### src/inc/bridge_hdr_pkg.sv
// constants and types for the upper bridge configuration header
`default_nettype none
package bridge_hdr_pkg;
	// byte addresses of the configuration dwords
	localparam logic [7:0] OFS_PF_BASE_HI = 8'h28;
	localparam logic [7:0] OFS_PF_LIMIT_HI = 8'h2C;
	localparam logic [7:0] OFS_IO_HI = 8'h30;
	localparam logic [7:0] OFS_CAP_PTR = 8'h34;
	localparam logic [7:0] OFS_ROM_BASE = 8'h38;
	localparam logic [7:0] OFS_IRQ_BRG = 8'h3C;
	// reset and fixed read values
	localparam logic [31:0] RST_PF_HI = 32'h0000_0000;
	localparam logic [15:0] RST_IO_HI = 16'h0000;
	localparam logic [7:0] RST_IRQ_LINE = 8'h00;
	localparam logic [7:0] IRQ_PIN_VAL = 8'h01;
	localparam logic [7:0] CAP_PTR_NORMAL = 8'h80;
	localparam logic [7:0] CAP_PTR_LEGACY = 8'h90;
	localparam logic [31:0] ROM_BASE_VAL = 32'h0000_0000;
	localparam logic [31:0] UNMAPPED_VAL = 32'h0000_0000;
	// bridge control: five stored bits, dword bit = BC_LSB + index
	localparam int BC_LSB = 16;
	localparam int BC_WIDTH = 5;
	localparam logic [BC_WIDTH-1:0] RST_BRG_CTL = 5'h00;
	localparam int BC_PERR = 0;
	localparam int BC_SERR = 1;
	localparam int BC_ISA = 2;
	localparam int BC_VGA = 3;
	localparam int BC_VGA16 = 4;
	// field positions inside the shared dwords
	localparam int IO_BASE_LSB = 0;
	localparam int IO_LIMIT_LSB = 16;
	localparam int IRQ_LINE_LSB = 0;
	localparam int IRQ_PIN_LSB = 8;
	// window granularity fill bits
	localparam logic [11:0] IO_GRAN_LO = 12'h000;
	localparam logic [11:0] IO_GRAN_HI = 12'hFFF;
	localparam logic [19:0] MEM_GRAN_LO = 20'h00000;
	localparam logic [19:0] MEM_GRAN_HI = 20'hFFFFF;
	// legacy display ranges and the 64KB legacy alias region
	localparam logic [9:0] VGA_IO_MONO_LO = 10'h3B0;
	localparam logic [9:0] VGA_IO_MONO_HI = 10'h3BB;
	localparam logic [9:0] VGA_IO_COLOR_LO = 10'h3C0;
	localparam logic [9:0] VGA_IO_COLOR_HI = 10'h3DF;
	localparam logic [19:0] VGA_MEM_LO = 20'hA0000;
	localparam logic [19:0] VGA_MEM_HI = 20'hBFFFF;
	localparam logic [15:0] ISA_UPPER_ZERO = 16'h0000;
	localparam logic [1:0] ISA_LOW_QUARTER = 2'h0;
	localparam logic [5:0] VGA16_UPPER_ZERO = 6'h00;
	typedef enum logic {
		BUS_IDLE = 1'b0,
		BUS_ANSWER = 1'b1
	} bus_state_t;
endpackage
`default_nettype wire

### src/inc/route_if.sv
// configuration and address carrier between the register bank and the route decoder
`default_nettype none
interface route_if;
	logic io_enable;
	logic mem_enable;
	logic [31:0] io_base;
	logic [31:0] io_limit;
	logic [63:0] pf_base;
	logic [63:0] pf_limit;
	logic [4:0] brg_ctl;
	logic [31:0] io_addr;
	logic [63:0] mem_addr;
	logic io_down;
	logic mem_down;
	modport owner (
		output io_enable, mem_enable, io_base, io_limit, pf_base, pf_limit, brg_ctl, io_addr, mem_addr,
		input io_down, mem_down
	);
	modport decoder (
		input io_enable, mem_enable, io_base, io_limit, pf_base, pf_limit, brg_ctl, io_addr, mem_addr,
		output io_down, mem_down
	);
endinterface
`default_nettype wire

### src/legacy_route_decode.sv
// window and legacy-display routing decision for one I/O and one memory address
`default_nettype none
module legacy_route_decode
	import bridge_hdr_pkg::*;
(
	route_if.decoder rt
);
	logic io_in_win;
	logic isa_hole;
	logic vga_io_range;
	logic vga_io_hit;
	logic pf_in_win;
	logic vga_mem_hit;

	// 10-bit decode aliases the display ports through all of I/O space
	function automatic logic vga_port(input logic [9:0] a);
		vga_port = (a >= VGA_IO_MONO_LO && a <= VGA_IO_MONO_HI) ||
			(a >= VGA_IO_COLOR_LO && a <= VGA_IO_COLOR_HI);
	endfunction

	always_comb begin
		io_in_win = rt.io_enable && rt.io_addr >= rt.io_base && rt.io_addr <= rt.io_limit;
		// top 768 bytes of each 1KB block in the first 64KB go upstream
		isa_hole = rt.brg_ctl[BC_ISA] && rt.io_addr[31:16] == ISA_UPPER_ZERO &&
			rt.io_addr[9:8] != ISA_LOW_QUARTER;
		// 16-bit decode also demands zero in address bits 31:10
		vga_io_range = vga_port(rt.io_addr[9:0]) &&
			(!rt.brg_ctl[BC_VGA16] || (rt.io_addr[15:10] == VGA16_UPPER_ZERO &&
			rt.io_addr[31:16] == ISA_UPPER_ZERO));
		// display forwarding wins over the alias hole
		vga_io_hit = rt.brg_ctl[BC_VGA] && rt.io_enable && vga_io_range;
		rt.io_down = vga_io_hit || (io_in_win && !isa_hole);
		// full 64-bit window built from the upper halves
		pf_in_win = rt.mem_enable && rt.mem_addr >= rt.pf_base && rt.mem_addr <= rt.pf_limit;
		vga_mem_hit = rt.brg_ctl[BC_VGA] && rt.mem_enable && rt.mem_addr[63:20] == 44'h000_0000_0000 &&
			rt.mem_addr[19:0] >= VGA_MEM_LO && rt.mem_addr[19:0] <= VGA_MEM_HI;
		rt.mem_down = pf_in_win || vga_mem_hit;
	end
endmodule
`default_nettype wire

### src/bridge_config_header_upper.sv
// upper type-1 configuration dwords 28h..3Ch with Avalon-MM access and routing outputs
//
// The Avalon-MM register port was decided locally.
`default_nettype none
// Functional notes
// - a 32-bit writable register holds bits 63:32 of the prefetchable limit and resets to zero.
// - bits 15:0 of dword 30h are writable, give I/O base bits 31:16 and reset to zero.
// - bits 31:16 of dword 30h are writable, give I/O limit bits 31:16 and reset to zero.
// - the capability pointer reads 80h, or 90h in legacy mode, with bits 31:8 zero.
// - no option ROM exists, so dword 38h is read-only and reads zero.
// - an 8-bit writable interrupt routing byte resets to 00h and is set by init software.
// - the interrupt pin byte reads 01h, meaning interrupt line A.
// - control bit 16 enables acting on secondary parity errors and resets to 0.
// - control bit 17 gates forwarding of secondary system errors upstream and resets to 0.
// - with bit 18 set, in-window I/O in the first 64KB top 768 bytes of each 1KB goes upstream, except display ports forwarded by bit 19.
// - with bit 19 set, legacy display memory and I/O always go downstream if enabled.
// - bit 20 selects 10-bit (clear) or 16-bit (set) decode of display I/O and resets to 0.
// - a 32-bit writable register holds bits 63:32 of the prefetchable base and resets to zero.
module bridge_config_header_upper
	import bridge_hdr_pkg::*;
(
	input wire logic mclk_in,
	input wire logic srst_in,
	input wire logic [7:0] avs_address_in,
	input wire logic [3:0] avs_byteenable_in,
	input wire logic avs_read_in,
	input wire logic avs_write_in,
	input wire logic [31:0] avs_writedata_in,
	output logic [31:0] avs_readdata_out,
	output logic avs_waitrequest_out,
	input wire logic legacy_mode_in,
	input wire logic io_enable_in,
	input wire logic mem_enable_in,
	input wire logic [3:0] io_base_lo_in,
	input wire logic [3:0] io_limit_lo_in,
	input wire logic [11:0] pf_base_lo_in,
	input wire logic [11:0] pf_limit_lo_in,
	input wire logic io_req_in,
	input wire logic [31:0] io_addr_in,
	input wire logic mem_req_in,
	input wire logic [63:0] mem_addr_in,
	output logic io_route_valid_out,
	output logic io_forward_down_out,
	output logic mem_route_valid_out,
	output logic mem_forward_down_out,
	input wire logic sec_parity_err_in,
	output logic parity_err_report_out,
	input wire logic sec_serr_n_in,
	output logic syserr_msg_req_out,
	output logic [7:0] irq_line_out,
	output logic [4:0] bridge_ctl_out
);
	bus_state_t state_ff;
	bus_state_t nxt_state;
	logic wait_ff;
	logic [31:0] rdata_ff;
	logic [31:0] nxt_rdata;
	logic [31:0] pf_base_hi_ff;
	logic [31:0] pf_limit_hi_ff;
	logic [15:0] io_base_hi_ff;
	logic [15:0] io_limit_hi_ff;
	logic [7:0] irq_line_ff;
	logic [BC_WIDTH-1:0] brg_ctl_ff;
	logic legacy_meta_ff;
	logic legacy_sync_ff;
	logic serr_meta_ff;
	logic serr_sync_ff;
	logic serr_prev_ff;
	logic io_valid_ff;
	logic io_down_ff;
	logic mem_valid_ff;
	logic mem_down_ff;
	logic perr_ff;
	logic syserr_ff;
	logic wr_take;
	logic [31:0] io_dword;
	logic [31:0] irq_dword;
	logic [31:0] cur_dword;

	route_if rt ();

	// a request is answered in the cycle after it is first seen
	function automatic logic [31:0] merge_bytes(
		input logic [31:0] old_val,
		input logic [31:0] new_val,
		input logic [3:0] be
	);
		logic [31:0] res;
		res = old_val;
		for (int i = 0; i < 4; i++) begin
			if (be[i]) begin
				res[i*8 +: 8] = new_val[i*8 +: 8];
			end
		end
		return res;
	endfunction

	function automatic logic word_hit(input logic [7:0] addr, input logic [7:0] ofs);
		return addr[7:2] == ofs[7:2];
	endfunction

	// strap and secondary error pin cross in through two flops each
	always_ff @(posedge mclk_in) begin
		if (srst_in) begin
			legacy_meta_ff <= 1'b0;
			legacy_sync_ff <= 1'b0;
		end else begin
			legacy_meta_ff <= legacy_mode_in;
			legacy_sync_ff <= legacy_meta_ff;
		end
	end

	always_ff @(posedge mclk_in) begin
		if (srst_in) begin
			serr_meta_ff <= 1'b1;
			serr_sync_ff <= 1'b1;
			serr_prev_ff <= 1'b1;
		end else begin
			serr_meta_ff <= sec_serr_n_in;
			serr_sync_ff <= serr_meta_ff;
			serr_prev_ff <= serr_sync_ff;
		end
	end

	always_comb begin
		nxt_state = state_ff;
		case (state_ff)
			BUS_IDLE: begin
				if (avs_read_in || avs_write_in) begin
					nxt_state = BUS_ANSWER;
				end
			end
			BUS_ANSWER: begin
				nxt_state = BUS_IDLE;
			end
			default: begin
				nxt_state = BUS_IDLE;
			end
		endcase
	end

	always_ff @(posedge mclk_in) begin
		if (srst_in) begin
			state_ff <= BUS_IDLE;
			wait_ff <= 1'b1;
		end else begin
			state_ff <= nxt_state;
			wait_ff <= (nxt_state != BUS_ANSWER);
		end
	end

	// the write lands on the edge where waitrequest is seen low
	assign wr_take = avs_write_in && state_ff == BUS_ANSWER;

	assign io_dword = {io_limit_hi_ff, io_base_hi_ff};
	assign cur_dword = merge_bytes(io_dword, avs_writedata_in, avs_byteenable_in);
	assign irq_dword = {{(16 - BC_WIDTH){1'b0}}, brg_ctl_ff, IRQ_PIN_VAL, irq_line_ff};

	always_ff @(posedge mclk_in) begin
		if (srst_in) begin
			pf_base_hi_ff <= RST_PF_HI;
		end else if (wr_take && word_hit(avs_address_in, OFS_PF_BASE_HI)) begin
			pf_base_hi_ff <= merge_bytes(pf_base_hi_ff, avs_writedata_in, avs_byteenable_in);
		end
	end

	always_ff @(posedge mclk_in) begin
		if (srst_in) begin
			pf_limit_hi_ff <= RST_PF_HI;
		end else if (wr_take && word_hit(avs_address_in, OFS_PF_LIMIT_HI)) begin
			pf_limit_hi_ff <= merge_bytes(pf_limit_hi_ff, avs_writedata_in, avs_byteenable_in);
		end
	end

	always_ff @(posedge mclk_in) begin
		if (srst_in) begin
			io_base_hi_ff <= RST_IO_HI;
			io_limit_hi_ff <= RST_IO_HI;
		end else if (wr_take && word_hit(avs_address_in, OFS_IO_HI)) begin
			io_base_hi_ff <= cur_dword[IO_BASE_LSB +: 16];
			io_limit_hi_ff <= cur_dword[IO_LIMIT_LSB +: 16];
		end
	end

	// only the routing byte and the five control bits take data here
	always_ff @(posedge mclk_in) begin
		if (srst_in) begin
			irq_line_ff <= RST_IRQ_LINE;
			brg_ctl_ff <= RST_BRG_CTL;
		end else if (wr_take && word_hit(avs_address_in, OFS_IRQ_BRG)) begin
			if (avs_byteenable_in[0]) begin
				irq_line_ff <= avs_writedata_in[IRQ_LINE_LSB +: 8];
			end
			if (avs_byteenable_in[2]) begin
				brg_ctl_ff <= avs_writedata_in[BC_LSB +: BC_WIDTH];
			end
		end
	end

	// cap pointer, rom base and pin byte are constants, so writes fall through
	always_comb begin
		if (word_hit(avs_address_in, OFS_PF_BASE_HI)) begin
			nxt_rdata = pf_base_hi_ff;
		end else if (word_hit(avs_address_in, OFS_PF_LIMIT_HI)) begin
			nxt_rdata = pf_limit_hi_ff;
		end else if (word_hit(avs_address_in, OFS_IO_HI)) begin
			nxt_rdata = io_dword;
		end else if (word_hit(avs_address_in, OFS_CAP_PTR)) begin
			nxt_rdata = {24'h00_0000, legacy_sync_ff ? CAP_PTR_LEGACY : CAP_PTR_NORMAL};
		end else if (word_hit(avs_address_in, OFS_ROM_BASE)) begin
			nxt_rdata = ROM_BASE_VAL;
		end else if (word_hit(avs_address_in, OFS_IRQ_BRG)) begin
			nxt_rdata = irq_dword;
		end else begin
			nxt_rdata = UNMAPPED_VAL;
		end
	end

	always_ff @(posedge mclk_in) begin
		if (srst_in) begin
			rdata_ff <= UNMAPPED_VAL;
		end else if (state_ff == BUS_IDLE && avs_read_in) begin
			rdata_ff <= nxt_rdata;
		end
	end

	// full windows; lower bits come from the dwords held elsewhere in the core
	always_comb begin
		rt.io_enable = io_enable_in;
		rt.mem_enable = mem_enable_in;
		rt.io_base = {io_base_hi_ff, io_base_lo_in, IO_GRAN_LO};
		rt.io_limit = {io_limit_hi_ff, io_limit_lo_in, IO_GRAN_HI};
		rt.pf_base = {pf_base_hi_ff, pf_base_lo_in, MEM_GRAN_LO};
		rt.pf_limit = {pf_limit_hi_ff, pf_limit_lo_in, MEM_GRAN_HI};
		rt.brg_ctl = brg_ctl_ff;
		rt.io_addr = io_addr_in;
		rt.mem_addr = mem_addr_in;
	end

	legacy_route_decode u_decode (
		.rt(rt.decoder)
	);

	// one-cycle decision latency keeps the outputs registered
	always_ff @(posedge mclk_in) begin
		if (srst_in) begin
			io_valid_ff <= 1'b0;
			io_down_ff <= 1'b0;
		end else begin
			io_valid_ff <= io_req_in;
			io_down_ff <= io_req_in && rt.io_down;
		end
	end

	always_ff @(posedge mclk_in) begin
		if (srst_in) begin
			mem_valid_ff <= 1'b0;
			mem_down_ff <= 1'b0;
		end else begin
			mem_valid_ff <= mem_req_in;
			mem_down_ff <= mem_req_in && rt.mem_down;
		end
	end

	always_ff @(posedge mclk_in) begin
		if (srst_in) begin
			perr_ff <= 1'b0;
		end else begin
			perr_ff <= sec_parity_err_in && brg_ctl_ff[BC_PERR];
		end
	end

	// falling edge of the synced pin; a held-low pin gives one message only
	always_ff @(posedge mclk_in) begin
		if (srst_in) begin
			syserr_ff <= 1'b0;
		end else begin
			syserr_ff <= serr_prev_ff && !serr_sync_ff && brg_ctl_ff[BC_SERR];
		end
	end

	assign avs_readdata_out = rdata_ff;
	assign avs_waitrequest_out = wait_ff;
	assign io_route_valid_out = io_valid_ff;
	assign io_forward_down_out = io_down_ff;
	assign mem_route_valid_out = mem_valid_ff;
	assign mem_forward_down_out = mem_down_ff;
	assign parity_err_report_out = perr_ff;
	assign syserr_msg_req_out = syserr_ff;
	assign irq_line_out = irq_line_ff;
	assign bridge_ctl_out = brg_ctl_ff;
endmodule
`default_nettype wire

### config.mk
export PLATFORM = sky130hd
export DESIGN_NAME = bridge_config_header_upper
export DESIGN_NICKNAME = d
export VERILOG_FILES = /design/src/inc/bridge_hdr_pkg.sv /design/src/inc/route_if.sv /design/src/legacy_route_decode.sv /design/src/bridge_config_header_upper.sv
export SDC_FILE = /design/constraint.sdc
export NUM_CORES = 1
export LEC_CHECK = 0
export BUFFER_PORTS_ARGS = -buffer_cell sky130_fd_sc_hd__buf_4
export CAP_MARGIN = 40
export CORE_AREA = 2 2 156 127
export DETAILED_ROUTE_END_ITERATION = 10
export DIE_AREA = 0 0 158 129
export GPL_ROUTABILITY_DRIVEN = 1
export GPL_TIMING_DRIVEN = 0
export PLACE_DENSITY = 0.86
export RECOVER_POWER = 100
export SLEW_MARGIN = 25
export SYNTH_ARGS = -nofsm -noshare
export SYNTH_HDL_FRONTEND = slang
export SYNTH_HIERARCHICAL = 1
export SYNTH_SLANG_ARGS = --single-unit
### constraint.sdc
create_clock -name mclk_in -period 4.8 [get_ports mclk_in]
set_input_delay 0.24 -clock mclk_in [delete_from_list [all_inputs] [get_ports mclk_in]]
set_output_delay 0.24 -clock mclk_in [all_outputs]
set_load 0.01 [all_outputs]
==> metrics.txt <==
cell count after synthesis=1380; fin crit period=2890 ps; clock insertion delay at the later pin of the skew report=430 ps; Cell Rows=45; CTS tree=built; post-CTS setup buffer count=0; CTS Sinks=154; Die H=129 um; Synth Area in Compound Gates=0.158; Synth Area in XOR/XNOR=0; TritonCTS Buffers=17; first-pass GRT wire length=56800 um; largest family of logic cells by synthesized area=adder cells; most numerous cell in the Yosys netlist=inv_1; Cell Area, Synth=0.0113 mm^2; Startpoint Class=flip-flop; Worst-Margin Slew=905 ps; register area share after synthesis=0.273; R2R depth=10; worst setup path class=reg -> reg; multi-input logic area=0.00736 mm^2; post-cts hold buffer count=0; # DRC=0; nets=2065; Post-synth top cells=194 x inv_1, 192 x ha_1, 154 x dfxtp_1; setup slack, reg-to-reg=1910 ps; PortBufs=229; vias in the first global route=11.2k; fraction of layout cells with a size suffix above 1=0.142; Antenna Cells=0; area grow syn2layout=22.7%; initial antenna violation count=0; Crit Reg-Reg Endpoint=io_forward_down_out$_SDFF_PP0_; Hold Path Class=in -> reg; Seq cells post-synth=154; Critical Path RT=5170 ps; Ys Warns=6; average size of a mapped cell=8.18 um^2; Synth Flop Type=dfxtp_1; root buffer cell=clkbuf_16; mux cell area share after synthesis=0.0692; outcome=finished with violations; power per cell area=242 mW/mm^2; worst-path fanout max=3; Final Hold Fails=1; CTS clk-pin slew, worst paths=70 ps; DP HPWL=29900 um; fmax=0.346 GHz; Post-Layout Inst Area=0.0139 mm^2; Rel. slew slack=0.391; initial cell density of the core=0.601; Seq. cell area=0.00308 mm^2; drt via density=5.85; Total GRT Usage=0.361; RD Place Congestion=0.994; Max Cap Violations=0; Yosys cell types=66; Post-Synth Adder-Cell Area=0.213; setup_tns=0 ps; total gr overflow=0; Synth area leader=dfxtp_1; CTS max path bufs=2; Placed Instance Area=0.0136 mm^2; initial DRC count=1243; setup violators final=0; CTS resizes=0; Critical Path End=io_forward_down_out$_SDFF_PP0_; pin count of the biggest net entering global routing=17; Cells after DPL=1929; final period utilization=0.602; top cell type's share of synthesized area=0.273; worst hold margin=-0.560 ps; die area=0.0204 mm^2; fillers=1482; Lkg Pwr=6.57 nW; H-Tree Depth=4; Async SR Flop Fraction=0; VDD IR-drop max=0.269 mV; FF-to-FF Start=io_base_hi_ff[13]$_SDFFE_PP0P_; crit path from=io_base_hi_ff[13]$_SDFFE_PP0P_; fin cells=1961; total I/O pin count=235; Initial DRT Pass Iterations=6; DRT Wirelength=36800 um; number of flops mapped to enable cells by yosys=0; Worst Skew=8.05 ps; Via Count=11.5k; Die W=158 um; top post-synthesis cells by area=dfxtp_1 27%, ha_1 21%, mux2i_1 6.8%; routed wire length per instance=18.8 um; total core area=0.0188 mm^2; violated checks=hold timing; DRT antenna net count=0; Crit path arrival time=3260 ps; RSZ-0062 raised after global routing=false; Slew Limit Fails=0; CP Capture Type=flip-flop; simple-gate area share of the yosys netlist=0.200
kinds of logic (layout without fill, tap and decap cells):
kind of cell,Yosys count,after routing
compound gates,272,272
mux,78,78
flops,154,154
simple gates,436,436
fa+ha+maj,192,192
other cells,2,64
buf+inv,246,507
registers in the layout, indices dropped and copies added, names as in the netlist, 5 cells and up:
register	cells
pf_limit_hi_ff	32
io_limit_hi_ff	16
io_base_hi_ff	16
pf_base_hi_ff	32
irq_line_out	8
avs_readdata_out	32
bridge_ctl_out	5
worst min path at each step:
| stage | from | end | slack (ps) | cells after the start |
|---|---|---|---|---|
| after detailed placement | serr_meta_ff$_SDFF_PP1_ | serr_sync_ff$_SDFF_PP1_ | 400 | 1 |
| after global routing | sec_serr_n_in | serr_meta_ff$_SDFF_PP1_ | 2 | 2 |
| after global placement | serr_meta_ff$_SDFF_PP1_ | serr_sync_ff$_SDFF_PP1_ | 390 | 1 |
| final | sec_serr_n_in | serr_meta_ff$_SDFF_PP1_ | -0.6 | 2 |
| after floorplan | sec_serr_n_in | serr_meta_ff$_SDFF_PP1_ | 340 | 1 |
| after CTS | sec_serr_n_in | serr_meta_ff$_SDFF_PP1_ | 4 | 2 |
final cells by class:
class,count,share of cell area
sequential,154,0.222
tap,258,0.0233
buffer,52,0.0177
clock buffer,17,0.0307
inverter,194,0.0525
multi-input combinational,1042,0.531
clock inverter,15,0.0128
timing repair buffer,229,0.110
report_power, final:
| part | internal [W] | switching (W) | total, W |
|---|---|---|---|
| clock network | 0.000789 | 0.000622 | 0.00141 |
| registers | 0.00130 | 0.0000149 | 0.00131 |
| logic | 0.000276 | 0.000346 | 0.000621 |
| total | 0.00236 | 0.000982 | 0.00335 |
routing by layer:
| metal | GRT usage | routed length (um) | vias to the layer above |
|---|---|---|---|
| met4 | 0.105 | 1070 | 0 |
| met2 | 0.588 | 16200 | 645 |
| met1 | 0.490 | 15700 | 5337 |
| met3 | 0.0647 | 3830 | 89 |
| met5 | 0 | 0 | - |
| li1 | - | - | 5408 |
critical path, cell delays in order (launching register included):
cell and delay (ps):
dfxtp_1 380, inv_1 100, ha_1 310, nand4_1 140, or2_0 350, nor4_1 690, a221oi_1 170, o211ai_1 220
a211oi_1 100, a31oi_1 200, and2_1 160
per-stage QoR:
stage | hold slack, ps | setup WS [ps] | util | total power (W)
final | -0.560 | 1910 | 0.737 | 0.00335
after global routing | 2.09 | 1790 | 0.737 | 0.00346
after CTS | 4.32 | 2100 | 0.754 | 0.00333
after detailed placement | 395 | 2130 | 0.721 | 0.00196
after global placement | 392 | 2160 | 0.721 | 0.00193
after floorplan | 344 | 2870 | - | 0.00167
cells in the final DEF (no fill, tap or decap), drive strengths merged, types with 44 or more instances in the layout:
master	instances
a21oi	109
buf	195
clkbuf	103
conb	64
dfxtp	154
ha	192
inv	203
mux2i	77
nand2	125
nand3	44
nor2	124
No activity file was read; power rests on OpenSTA's default activity.
